==> config.mk <==
export PLATFORM = sky130hd
export DESIGN_NAME = fps_top
export DESIGN_NICKNAME = d
export VERILOG_FILES = /design/src/fps_pkg.sv /design/src/fps_page_match.sv /design/src/fps_sync.sv /design/src/fps_top.sv
export VERILOG_INCLUDE_DIRS = /design/src
export SDC_FILE = /design/constraint.sdc
export NUM_CORES = 1
export LEC_CHECK = 0
export BUFFER_PORTS_ARGS = -buffer_cell sky130_fd_sc_hd__buf_2
export CORE_MARGIN = 2
export CORE_UTILIZATION = 47
export CTS_BUF_LIST = sky130_fd_sc_hd__clkbuf_16
export DETAILED_ROUTE_END_ITERATION = 6
export GPL_TIMING_DRIVEN = 1
export HOLD_SLACK_MARGIN = 0.02
export PLACE_DENSITY = 0.95
export SLEW_MARGIN = 20
export SYNTH_ARGS = -nofsm -noshare
export SYNTH_HDL_FRONTEND = slang
export SYNTH_HIERARCHICAL = 1
export SYNTH_SLANG_ARGS = --single-unit
==> constraint.sdc <==
create_clock -name pclk -period 2.95 [get_ports pclk]
set_input_delay 0.295 -clock pclk [delete_from_list [all_inputs] [get_ports pclk]]
set_output_delay 0.295 -clock pclk [all_outputs]
set_load 0.02 [all_outputs]
==> src/fps_cfg.svh <==
`ifndef FPS_CFG_SVH
`define FPS_CFG_SVH

// Register word indexes; the byte address is four times the index.
`define FPS_IDX_KEY       12'hff8
`define FPS_IDX_PAGE      12'hff9
`define FPS_IDX_SECT      12'hffa
`define FPS_IDX_STAT      12'hffb

// Reset values.
`define FPS_PAGE_RST      8'h00
`define FPS_SECT_RST      8'h00

// Key values written to the key register.
`define FPS_KEY_SECT      8'h5e
`define FPS_KEY_OPEN1     8'h73
`define FPS_KEY_OPEN2     8'h8c

// Field positions of the page choice register and of the flash address.
`define FPS_BIT_INFO      7
`define FPS_PAGE_MSB      6
`define FPS_ADDR_PAGE_LSB 9
`define FPS_SECT_MSB      11

// Information area windows.
`define FPS_INFO_BASE     16'hfe00
`define FPS_INFO_END      16'hffff
`define FPS_INFO_DATA_END 16'hfe7f

// Boot region page that the boot guard protects.
`define FPS_BOOT_PAGE     7'h00

`endif

==> src/fps_pkg.sv <==
package fps_pkg;

   typedef enum logic [1:0]
   {
      FPS_LOCKED = 2'b00,
      FPS_KEY1   = 2'b01,
      FPS_OPEN   = 2'b11
   } fps_lock_e;

   typedef enum logic [1:0]
   {
      FPS_PROT_ALL  = 2'b00,
      FPS_PROT_BOOT = 2'b01,
      FPS_PROT_NONE = 2'b11
   } fps_prot_e;

   typedef struct packed
   {
      logic [15:0] addr;
      logic        rd;
      logic        wr;
   } fps_mem_req_s;

   typedef struct packed
   {
      logic info_sel;
      logic info_win;
      logic page_hit;
      logic write_ok;
   } fps_mem_rsp_s;

endpackage

==> src/fps_page_match.sv <==
`timescale 1ns/1ps
`default_nettype none
`include "fps_cfg.svh"

// Address decode against the selected page and the information area.
module fps_page_match
(
   // Address and selection
   input  wire logic [15:0] addr,
   input  wire logic [6:0]  page,
   // Decode results
   output logic             page_hit,
   output logic             info_win,
   output logic             info_data,
   output logic [2:0]       sector
);

   assign page_hit  = addr[15:`FPS_ADDR_PAGE_LSB] == page;
   assign info_win  = addr >= `FPS_INFO_BASE && addr <= `FPS_INFO_END;
   assign info_data = addr >= `FPS_INFO_BASE && addr <= `FPS_INFO_DATA_END;
   assign sector    = addr[`FPS_SECT_MSB:`FPS_ADDR_PAGE_LSB];

endmodule

`default_nettype wire

==> src/fps_sync.sv <==
`timescale 1ns/1ps
`default_nettype none

// Three-stage pin synchroniser; a change counts once stages two and three
// agree, which also filters a single-cycle glitch.
module fps_sync
(
   // Clock and reset
   input  wire logic pclk,
   input  wire logic presetn,
   // Pin and clean level
   input  wire logic pin,
   output logic      level
);

   logic [2:0] stg;

   always_ff @(posedge pclk or negedge presetn)
   begin
      if (!presetn)
      begin
         stg   <= 3'h0;
         level <= 1'b0;
      end
      else
      begin
         stg <= {stg[1:0], pin};
         if (stg[2] == stg[1])
            level <= stg[2];
      end
   end

endmodule

`default_nettype wire

==> src/fps_top.sv <==
// Local design decision: the APB slave port.
`timescale 1ns/1ps
`default_nettype none
`include "fps_cfg.svh"

// Overview of operation
// RULE_01: Locked plus key routes page writes to sectors.
// RULE_02: Page choice selects one of 128 512-byte pages.
// RULE_03: Erase hits addresses whose bits 15:9 match.
// RULE_04: Enable bit maps information area FE00-FFFF.
// RULE_05: Page field names erase and unlock target.
// RULE_06: Software keeps unused upper page bits zero.
// RULE_07: Two option bits give three protection levels.
// RULE_08: Options, lock, page match, sectors guard flash.
// RULE_09: Overlaid reads return information data, read-only.
// RULE_10: Software loads clock kilohertz before program/erase.
// RULE_11: Page register reads back last written value.
module fps_top
(
   // Clock and reset
   input  wire logic                 pclk,
   input  wire logic                 presetn,
   // APB slave
   input  wire logic                 psel,
   input  wire logic                 penable,
   input  wire logic                 pwrite,
   input  wire logic [15:0]          paddr,
   input  wire logic [31:0]          pwdata,
   input  wire logic [3:0]           pstrb,
   output logic                      pready,
   output logic [31:0]               prdata,
   output logic                      pslverr,
   // Flash option bit pins
   input  wire logic                 boot_region_write_guard,
   input  wire logic                 array_write_guard,
   // Flash access checks
   input  wire fps_pkg::fps_mem_req_s mem_req,
   output fps_pkg::fps_mem_rsp_s     mem_rsp,
   // Selection state
   output logic [7:0]                flash_page_choice
);

   // ------------------------------------------------------------------
   // Register state
   // ------------------------------------------------------------------
   fps_pkg::fps_lock_e lock_state;
   fps_pkg::fps_lock_e next_lock_state;
   logic [7:0]         sector_guard;
   logic               sect_armed;
   logic               boot_guard_n;
   logic               array_guard_n;

   // ------------------------------------------------------------------
   // Option bit synchronisers
   // ------------------------------------------------------------------
   fps_sync u_sync_boot
   (
      .pclk    (pclk),
      .presetn (presetn),
      .pin     (boot_region_write_guard),
      .level   (boot_guard_n)
   );

   fps_sync u_sync_array
   (
      .pclk    (pclk),
      .presetn (presetn),
      .pin     (array_write_guard),
      .level   (array_guard_n)
   );

   // ------------------------------------------------------------------
   // Protection level
   // ------------------------------------------------------------------
   // A guard pin held low protects; the array guard dominates.
   fps_pkg::fps_prot_e prot_level;
   assign prot_level = !array_guard_n ? fps_pkg::FPS_PROT_ALL :  // RULE_07
                       !boot_guard_n  ? fps_pkg::FPS_PROT_BOOT :
                                        fps_pkg::FPS_PROT_NONE;

   // ------------------------------------------------------------------
   // APB decode
   // ------------------------------------------------------------------
   wire        apb_acc  = psel && penable && !pready;
   wire        apb_take = psel && penable && pready;
   wire        wr_take  = apb_take && pwrite && pstrb[0];
   wire        upper_ok = paddr[1:0] == 2'b00;
   wire        sel_key  = upper_ok && paddr[15:2] == {2'b00, `FPS_IDX_KEY};
   wire        sel_page = upper_ok && paddr[15:2] == {2'b00, `FPS_IDX_PAGE};
   wire        sel_sect = upper_ok && paddr[15:2] == {2'b00, `FPS_IDX_SECT};
   wire        sel_stat = upper_ok && paddr[15:2] == {2'b00, `FPS_IDX_STAT};
   wire        sel_any  = sel_key || sel_page || sel_sect || sel_stat;
   wire        locked   = lock_state != fps_pkg::FPS_OPEN;
   wire        wr_key   = wr_take && sel_key;
   wire        wr_page  = wr_take && sel_page;
   wire        to_sect  = locked && sect_armed;
   wire [7:0]  key_byte = pwdata[7:0];
   wire [7:0]  stat_byte;
   wire [31:0] rd_data;

   assign stat_byte = {4'h0, prot_level, sect_armed, !locked};
   assign rd_data   = sel_page ? {24'h0, flash_page_choice} :  // RULE_11
                      sel_sect ? {24'h0, sector_guard} :
                      sel_stat ? {24'h0, stat_byte} :
                                 32'h0;

   // ------------------------------------------------------------------
   // APB response, one wait state per access
   // ------------------------------------------------------------------
   always_ff @(posedge pclk or negedge presetn)
   begin
      if (!presetn)
      begin
         pready  <= 1'b0;
         prdata  <= 32'h0;
         pslverr <= 1'b0;
      end
      else
      begin
         pready  <= apb_acc;
         pslverr <= apb_acc && !sel_any;
         if (apb_acc)
            prdata <= pwrite ? 32'h0 : rd_data;
      end
   end

   // ------------------------------------------------------------------
   // Lock sequence
   // ------------------------------------------------------------------
   // Two keys in order open the controller; any other key write, or any
   // key write while open, locks it again.
   always_comb
   begin
      next_lock_state = lock_state;
      if (wr_key)
      begin
         case (lock_state)
            fps_pkg::FPS_LOCKED:
               next_lock_state = key_byte == `FPS_KEY_OPEN1 ?
                                 fps_pkg::FPS_KEY1 : fps_pkg::FPS_LOCKED;
            fps_pkg::FPS_KEY1:
               next_lock_state = key_byte == `FPS_KEY_OPEN2 ?
                                 fps_pkg::FPS_OPEN : fps_pkg::FPS_LOCKED;
            default:
               next_lock_state = fps_pkg::FPS_LOCKED;
         endcase
      end
   end

   always_ff @(posedge pclk or negedge presetn)
   begin
      if (!presetn)
         lock_state <= fps_pkg::FPS_LOCKED;
      else
         lock_state <= next_lock_state;
   end

   // ------------------------------------------------------------------
   // Key arming and shared page address
   // ------------------------------------------------------------------
   wire arm_now = wr_key && locked && lock_state == fps_pkg::FPS_LOCKED
                  && key_byte == `FPS_KEY_SECT;

   always_ff @(posedge pclk or negedge presetn)
   begin
      if (!presetn)
         sect_armed <= 1'b0;
      else if (wr_key)
         sect_armed <= arm_now;
      else if (wr_page || !locked)
         sect_armed <= 1'b0;
   end

   // Sector bits only ever set; clearing needs a reset, so a stray
   // write can never lift a protection that software once asked for.
   always_ff @(posedge pclk or negedge presetn)
   begin
      if (!presetn)
      begin
         flash_page_choice <= `FPS_PAGE_RST;
         sector_guard      <= `FPS_SECT_RST;
      end
      else if (wr_page && to_sect)
         sector_guard <= sector_guard | pwdata[7:0];      // RULE_01
      else if (wr_page)
         flash_page_choice <= pwdata[7:0];                // RULE_01
   end

   // ------------------------------------------------------------------
   // Flash access checks
   // ------------------------------------------------------------------
   wire       page_hit;
   wire       info_win;
   wire       info_data;
   wire [2:0] sector;
   wire       overlay = flash_page_choice[`FPS_BIT_INFO];
   wire       boot_pg = mem_req.addr[15:`FPS_ADDR_PAGE_LSB] == `FPS_BOOT_PAGE;

   fps_page_match u_match
   (
      .addr      (mem_req.addr),
      .page      (flash_page_choice[`FPS_PAGE_MSB:0]),
      .page_hit  (page_hit),                             // RULE_03
      .info_win  (info_win),
      .info_data (info_data),
      .sector    (sector)                                // RULE_02
   );

   wire prot_ok = prot_level == fps_pkg::FPS_PROT_NONE ||  // RULE_07
                  (prot_level == fps_pkg::FPS_PROT_BOOT && !boot_pg);
   wire info_ro = overlay && info_win;                     // RULE_04
   fps_pkg::fps_mem_rsp_s next_mem_rsp;

   assign next_mem_rsp.info_sel = mem_req.rd && overlay && info_data; // RULE_09
   assign next_mem_rsp.info_win = overlay && info_win;     // RULE_04
   assign next_mem_rsp.page_hit = page_hit;                // RULE_05
   assign next_mem_rsp.write_ok = mem_req.wr && page_hit && !locked &&
                                  prot_ok && !sector_guard[sector] &&
                                  !info_ro;                // RULE_08

   always_ff @(posedge pclk or negedge presetn)
   begin
      if (!presetn)
         mem_rsp <= '0;
      else
         mem_rsp <= next_mem_rsp;
   end
endmodule

`default_nettype wire

After elaboration in Yosys (flattened, before gate mapping)
Index checks and enable logic that the tools add are counted.
- magnitude comparators: 4
- eq/ne operators: 14
- muxes and demuxes: 13
- bitwise operators: 2
- reduce and logical (&&, ||, !) cells: 44
- operator list (kind ; count):
    $eq A14 B12 Y1 const B ; 4
    $le A16 B16 Y1 const B ; 2
    $logic_and A1 B1 Y1 ; 28
    $mux W8 ; 3
    $eq A8 B7 Y1 const B ; 2
    $ge A16 B16 Y1 const B ; 1
    $eq A8 B8 Y1 const B ; 1
    $or A8 B8 Y8 ; 1
    $eq A7 B7 Y1 ; 1
    $logic_not A7 Y1 ; 1
    $logic_not A1 Y1 ; 6
    $mux W2 ; 3
    $logic_or A1 B1 Y1 ; 5
    $eq A2 B1 Y1 const B ; 2
    $logic_not A2 Y1 ; 2
    $lt A3 B4 Y1 const B ; 1
    $mux W1 ; 4
    $mux W4 ; 1
    $pmux W2 S2 ; 1
    $bmux W1 S3 ; 1
    $eq A1 B1 Y1 ; 2
    $eq A2 B2 Y1 const B ; 1
    $ne A2 B2 Y1 const B ; 1
    $reduce_and A2 Y1 ; 1
    2 further kinds ; 2
- register bits: 65
- bits of input ports: 77
- output and inout bits: 46
- logic and storage cells: 92

Logic depth before layout (Yosys ltp)
- depth after elaboration: 9
- depth in mapped cells: 6
- depth with buffers taken out: 6

Cells and area by module
Netlist, hierarchy kept.
- modules (own cells, without submodules) (module ; instances ; cells an instance ; area an instance (um2) ; seq. area each (um2)):
    fps_top ; 1 ; 160 ; 1771.7 ; 825.8
    fps_sync ; 2 ; 5 ; 111.4 ; 100.1
    fps_page_match ; 1 ; 16 ; 123.9 ; 0.0

Worst setup path before layout
No wires, ideal clock.
- path kind: register to register
- start point: reg pready
- end point: reg flash_page_choice[0]
- library setup time: 0.125 ns
- arrival: 1.661 ns
- required time: 2.825 ns
- setup slack: 1.164 ns
- stages on the path, launching flop included: 5
- path buffers: 0
- period minus slack after synthesis: 1.786 ns
- path through: dfrtp_1 > nand4_1 > nor3b_1 > nor4b_4 > mux2_2
- word-level cells in the longest chain between the ends: 7
- ends and longest elaborated chain (item ; RTL line ; RTL):
    start, declared ; fps_top.sv:30 ; output logic pready,
    start signal, assigned ; fps_top.sv:120 ; pready <= apb_acc;
    $logic_and A1 B1 Y1 * ; fps_top.sv:85 ; wire apb_take = psel && penable && pready;
    $logic_and A1 B1 Y1 * (2 in a row) ; fps_top.sv:86 ; wire wr_take = apb_take && pwrite && pstrb[0];
    $logic_and A1 B1 Y1 * ; fps_top.sv:95 ; wire wr_page = wr_take && sel_page;
    $logic_and A1 B1 Y1 ; fps_top.sv:183 ; else if (wr_page && to_sect)
    $not A1 Y1 (no source line) ; - ;
    $reduce_and A2 Y1 (no source line) * ; - ;
    end signal, assigned ; fps_top.sv:180 ; flash_page_choice <= `FPS_PAGE_RST;
    end signal, assigned ; fps_top.sv:186 ; flash_page_choice <= pwdata[7:0];
    end, declared ; fps_top.sv:40 ; output logic [7:0] flash_page_choice
Every way passes the cells marked *; elsewhere a longest branch is shown, timed or not.
A chain may end at the register's enable or synchronous reset.

Final worst setup path
- start point: reg pready
- end point: reg flash_page_choice[6]
Same word-level chain as after synthesis.

==> metrics.md <==
| Metric | Value |
|---|---|
| Run status | `finished clean` |
| Portion of total power attributed to the clock network | `0.425` |
| NumNets Final | `326` |
| Tightest slew margin relative to the limit | `0.411` |
| IO buf count | `64` |
| Number of buffers inserted to repair setup after CTS | `0` |
| Final estimated routing congestion in global placement | `between 0.8 and 0.9` |
| Cell Count, Final, Fillers Out | `302` |
| Worst R2R Setup Slack | `between 800 and 900 ps` |
| Post-route antenna net violation count | `0` |
| Total track usage | `0.200` |
| CTS resizes | `0` |
| Count of H-tree levels built during CTS | `2` |
| Dpl cells | `294` |
| Clock slew at the register clock pins of the worst setup and hold paths | `60 ps` |
| Delay of the slowest critical-path stage | `650 ps` |
| Hold slack | `approximately 110 ps` |
| Fraction of synthesized cell area taken by the top area cell type | `0.484` |
| Cells taking the most area after synthesis | `sky130_fd_sc_hd__dfrtp_1 48%, sky130_fd_sc_hd__buf_4 9.6%, sky130_fd_sc_hd__mux2_2 5.8%, sky130_fd_sc_hd__a21o_1 4.3%, sky130_fd_sc_hd__mux4_2 2.1%` |
| Share of the cycle needed by the critical path after routing | `0.696` |
| Max VDD drop | `approximately 380 uV` |
| CTS tree | `yes` |
| Pleak | `~0.0014 uW` |
| Relative contribution of sequential cells to total power | `0.483` |
| Dominant cell by count in the synthesized netlist | `sky130_fd_sc_hd__dfrtp_1` |
| Slowest cell on crit path | `sky130_fd_sc_hd__nor4b_4` |
| I/O pin cnt | `approximately 120` |
| Highest achievable clock rate | `~0.49 GHz` |
| Sum of overflow across all layers after global routing | `0` |
| Accumulated negative setup slack | `0 ps` |
| Fraction of synthesis flops using an asynchronous set or reset pin | `1.00` |
| Number of sinks handled by clock tree synthesis | `41` |
| Final Hold Vio Count | `0` |
| Post-synthesis cell area | `0.00212 sq mm` |
| Number of design rule violations left after detail routing | `0` |
| Largest area contributor in the synthesized netlist | `sky130_fd_sc_hd__dfrtp_1` |
| Worst path buffer plus inverter count | `0` |
| Number of global-route vias before repair | `~1600` |
| Internal Dissipation | `approximately 900 uW` |
| Final antenna diode count | `0` |
| Vias after detailed routing | `1628` |
| Final std cell area, no fill | `around 0.0025 sq mm` |
| Worst setup path category | `reg2reg` |
| Number of buffers inserted for hold repair after clock tree synthesis | `0` |
| Sw Ratio | `0.236` |
| Data required time of the worst path | `roughly 3100 ps` |
| 1st-pass router iterations | `4` |
| Hold Path Class | `in2reg` |
| Most common library cells after synthesis | `41 x sky130_fd_sc_hd__dfrtp_1, 27 x sky130_fd_sc_hd__buf_4, 12 x sky130_fd_sc_hd__a21o_1` |
| Seq cells post-synth | `roughly 40` |
| Top cell family by delay on the critical path | `simple AND/OR/NAND/NOR gates` |
| Critical Path, Cell by Cell | `nand4_1 -> nor3b_1 -> nor4b_4 -> mux2_2` |
| Total power per unit cell area | `~480 mW/mm^2` |
| Clk Tree Root Cell | `sky130_fd_sc_hd__clkbuf_16` |
| Wire length of the first global-routing pass | `7670 microns` |
| Vertical extent of the die | `approximately 71 microns` |
| Clock buffers created by TritonCTS | `5` |
| Filler Cells Inserted | `368` |
| Floorplan die area | `0.00506 sq mm` |
| Initial antenna violation count | `0` |
| Count of standard-cell rows | `24` |
| Initial DRC Count | `between 90 and 100` |
| Clock latency on the worst-skew pair | `about 280 ps` |
| Ratio of cells with drive above 1 in the final layout | `0.364` |
| Proportion of power drawn by combinational gates | `0.092` |
| Placed Instance Area | `between 0.002 and 0.0025 sq mm` |
| Library cells used by synthesis | `42` |
| Width of the die | `about 71 microns` |
| Worst Setup End Kind | `flip-flop` |
| Category of the worst setup path launch point | `flip-flop` |
| Final Setup Violations | `0` |
| Aggregate routed wire length | `4600 microns` |
| Fraction of the core area covered by cells at the end of the flow | `0.576` |
| Signed area change from the synthesized netlist to the final layout | `18.3%` |
| Syn. warnings | `6` |
| RSZ-0062 raised after global routing | `no` |
| Initial core utilization | `0.486` |
| Maximum capacitance violations | `0` |
| Net switching power | `~280 uW` |
| Maximum number of pins on one net before global-route repair | `42` |
| Synth Flop Type | `sky130_fd_sc_hd__dfrtp_1` |
| Via density | `around 5.4` |
| Largest clock skew in the final design | `roughly 5.1 ps` |
| Measured slew at the worst slew-check pin | `883 ps` |
| Sequential area share after synthesis | `0.484` |
| Worst Path Max Fanout | `8` |
| Core footprint | `0.00435 sq mm` |
| Post-synth EDFFs | `0` |
| Syn Area/Cell | `11.4 sq um` |
| Detailed placer's ending HPWL | `3500 microns` |
| Data arrival time of the critical path | `roughly 2200 ps` |
| Slew Limit Fails | `0` |
| Wire per inst | `between 15 and 20 microns` |
| Synth Instances | `~190` |
| Clock Path Buffers | `2` |
| Post-layout min period | `2050 ps` |
[state kept, by name (all words and copies together), names as in the netlist]
register,flops
pslverr,1
u_sync_boot/level,1
prdata,8
flash_page_choice,8
u_sync_array/level,1
sector_guard,8
lock_state,2
sect_armed,1
u_sync_array/stg,3
pready,1
u_sync_boot/stg,3
mem_rsp,4
[cells by family (layout without fill, tap and decap cells)]
family | Yosys count | count (layout) | share of synthesized area
adder cells (fa/ha/maj) | 2 | 2 | 0.0106
AO/OA/AOI/OAI | 28 | 28 | 0.0892
multiplexers | 16 | 16 | 0.0939
other | 1 | 24 | 0.00177
buffers and inverters | 36 | 77 | 0.115
XOR/XNOR | 7 | 7 | 0.0289
flip-flops | 41 | 41 | 0.484
AND/OR/NAND/NOR | 55 | 55 | 0.176
[worst paths after layout]
check                                     from  cells past startpoint              endpoint
hold / removal               array_write_guard                      1   u_sync_array/stg[0]
min in group asynchronous              presetn                      1  flash_page_choice[1]
setup reg to reg                        pready                      4  flash_page_choice[6]
setup / recovery                        pready                      4  flash_page_choice[6]
max in group asynchronous              presetn                      1       sector_guard[0]
hold reg to reg            u_sync_array/stg[0]                      0   u_sync_array/stg[1]
[final cells by class]
type / count / area, sq um / area share
Multi-Input combinational cell: 132 / 935 / 0.373
Clock inverter: 3 / 12.5 / 0.00499
Inverter: 4 / 15.0 / 0.00599
Clock buffer: 5 / 125 / 0.0499
Sequential cell: 41 / 1030 / 0.409
Tap cell: 52 / 65.1 / 0.0260
Timing Repair Buffer: 65 / 328 / 0.131
[power groups by stage]
stage                     Clock [uW]  Combinational [uW]  Sequential (uW)
after floorplan                    0                80.8              587
after global placement             0                 106              586
after detailed placement           0                 109              587
after CTS                        517                 110              577
after global routing             542                 120              578
final                            507                 110              577
[metal layers]
| metal | GRT usage | vias up | part of all wire |
|---|---|---|---|
| met1 | 0.237 | 794 | 0.41 |
| met2 | 0.319 | 74 | 0.49 |
| met5 | 0 | - | 0 |
| met4 | 0.103 | 0 | 0.027 |
| met3 | 0.0726 | 13 | 0.081 |
| li1 | - | 747 | - |
[metrics by stage]
| step | worst slack, ps | total power [uW] |
|---|---|---|
| global route | 760 | 1240 |
| floorplan | 1160 | 668 |
| CTS | 890 | 1200 |
| finish | 898 | 1190 |
| global placement | 897 | 692 |
| detailed placement | 817 | 696 |
[placed cells by master, fill, tap and decap left out, types with 2 or more instances in the layout]
master,n
sky130_fd_sc_hd__maj3_2,2
sky130_fd_sc_hd__inv_1,4
sky130_fd_sc_hd__or4bb_1,2
sky130_fd_sc_hd__o21ai_0,5
sky130_fd_sc_hd__nand4_1,5
sky130_fd_sc_hd__mux2i_1,3
sky130_fd_sc_hd__nor2_1,6
sky130_fd_sc_hd__clkinv_1,2
sky130_fd_sc_hd__and4_1,2
sky130_fd_sc_hd__o31ai_1,4
sky130_fd_sc_hd__clkbuf_16,5
sky130_fd_sc_hd__mux4_2,2
sky130_fd_sc_hd__xor2_1,3
sky130_fd_sc_hd__buf_2,64
sky130_fd_sc_hd__dfrtp_1,41
sky130_fd_sc_hd__a21oi_1,4
sky130_fd_sc_hd__mux2_2,11
sky130_fd_sc_hd__nand4b_1,4
sky130_fd_sc_hd__and2_1,3
sky130_fd_sc_hd__nand2_1,10
sky130_fd_sc_hd__a21o_1,12
sky130_fd_sc_hd__nand3_1,4
sky130_fd_sc_hd__nor4_1,3
sky130_fd_sc_hd__conb_1,24
sky130_fd_sc_hd__nor4b_1,2
sky130_fd_sc_hd__nor3b_1,2
sky130_fd_sc_hd__xnor2_1,4
Power figures use the tool's default switching activity.
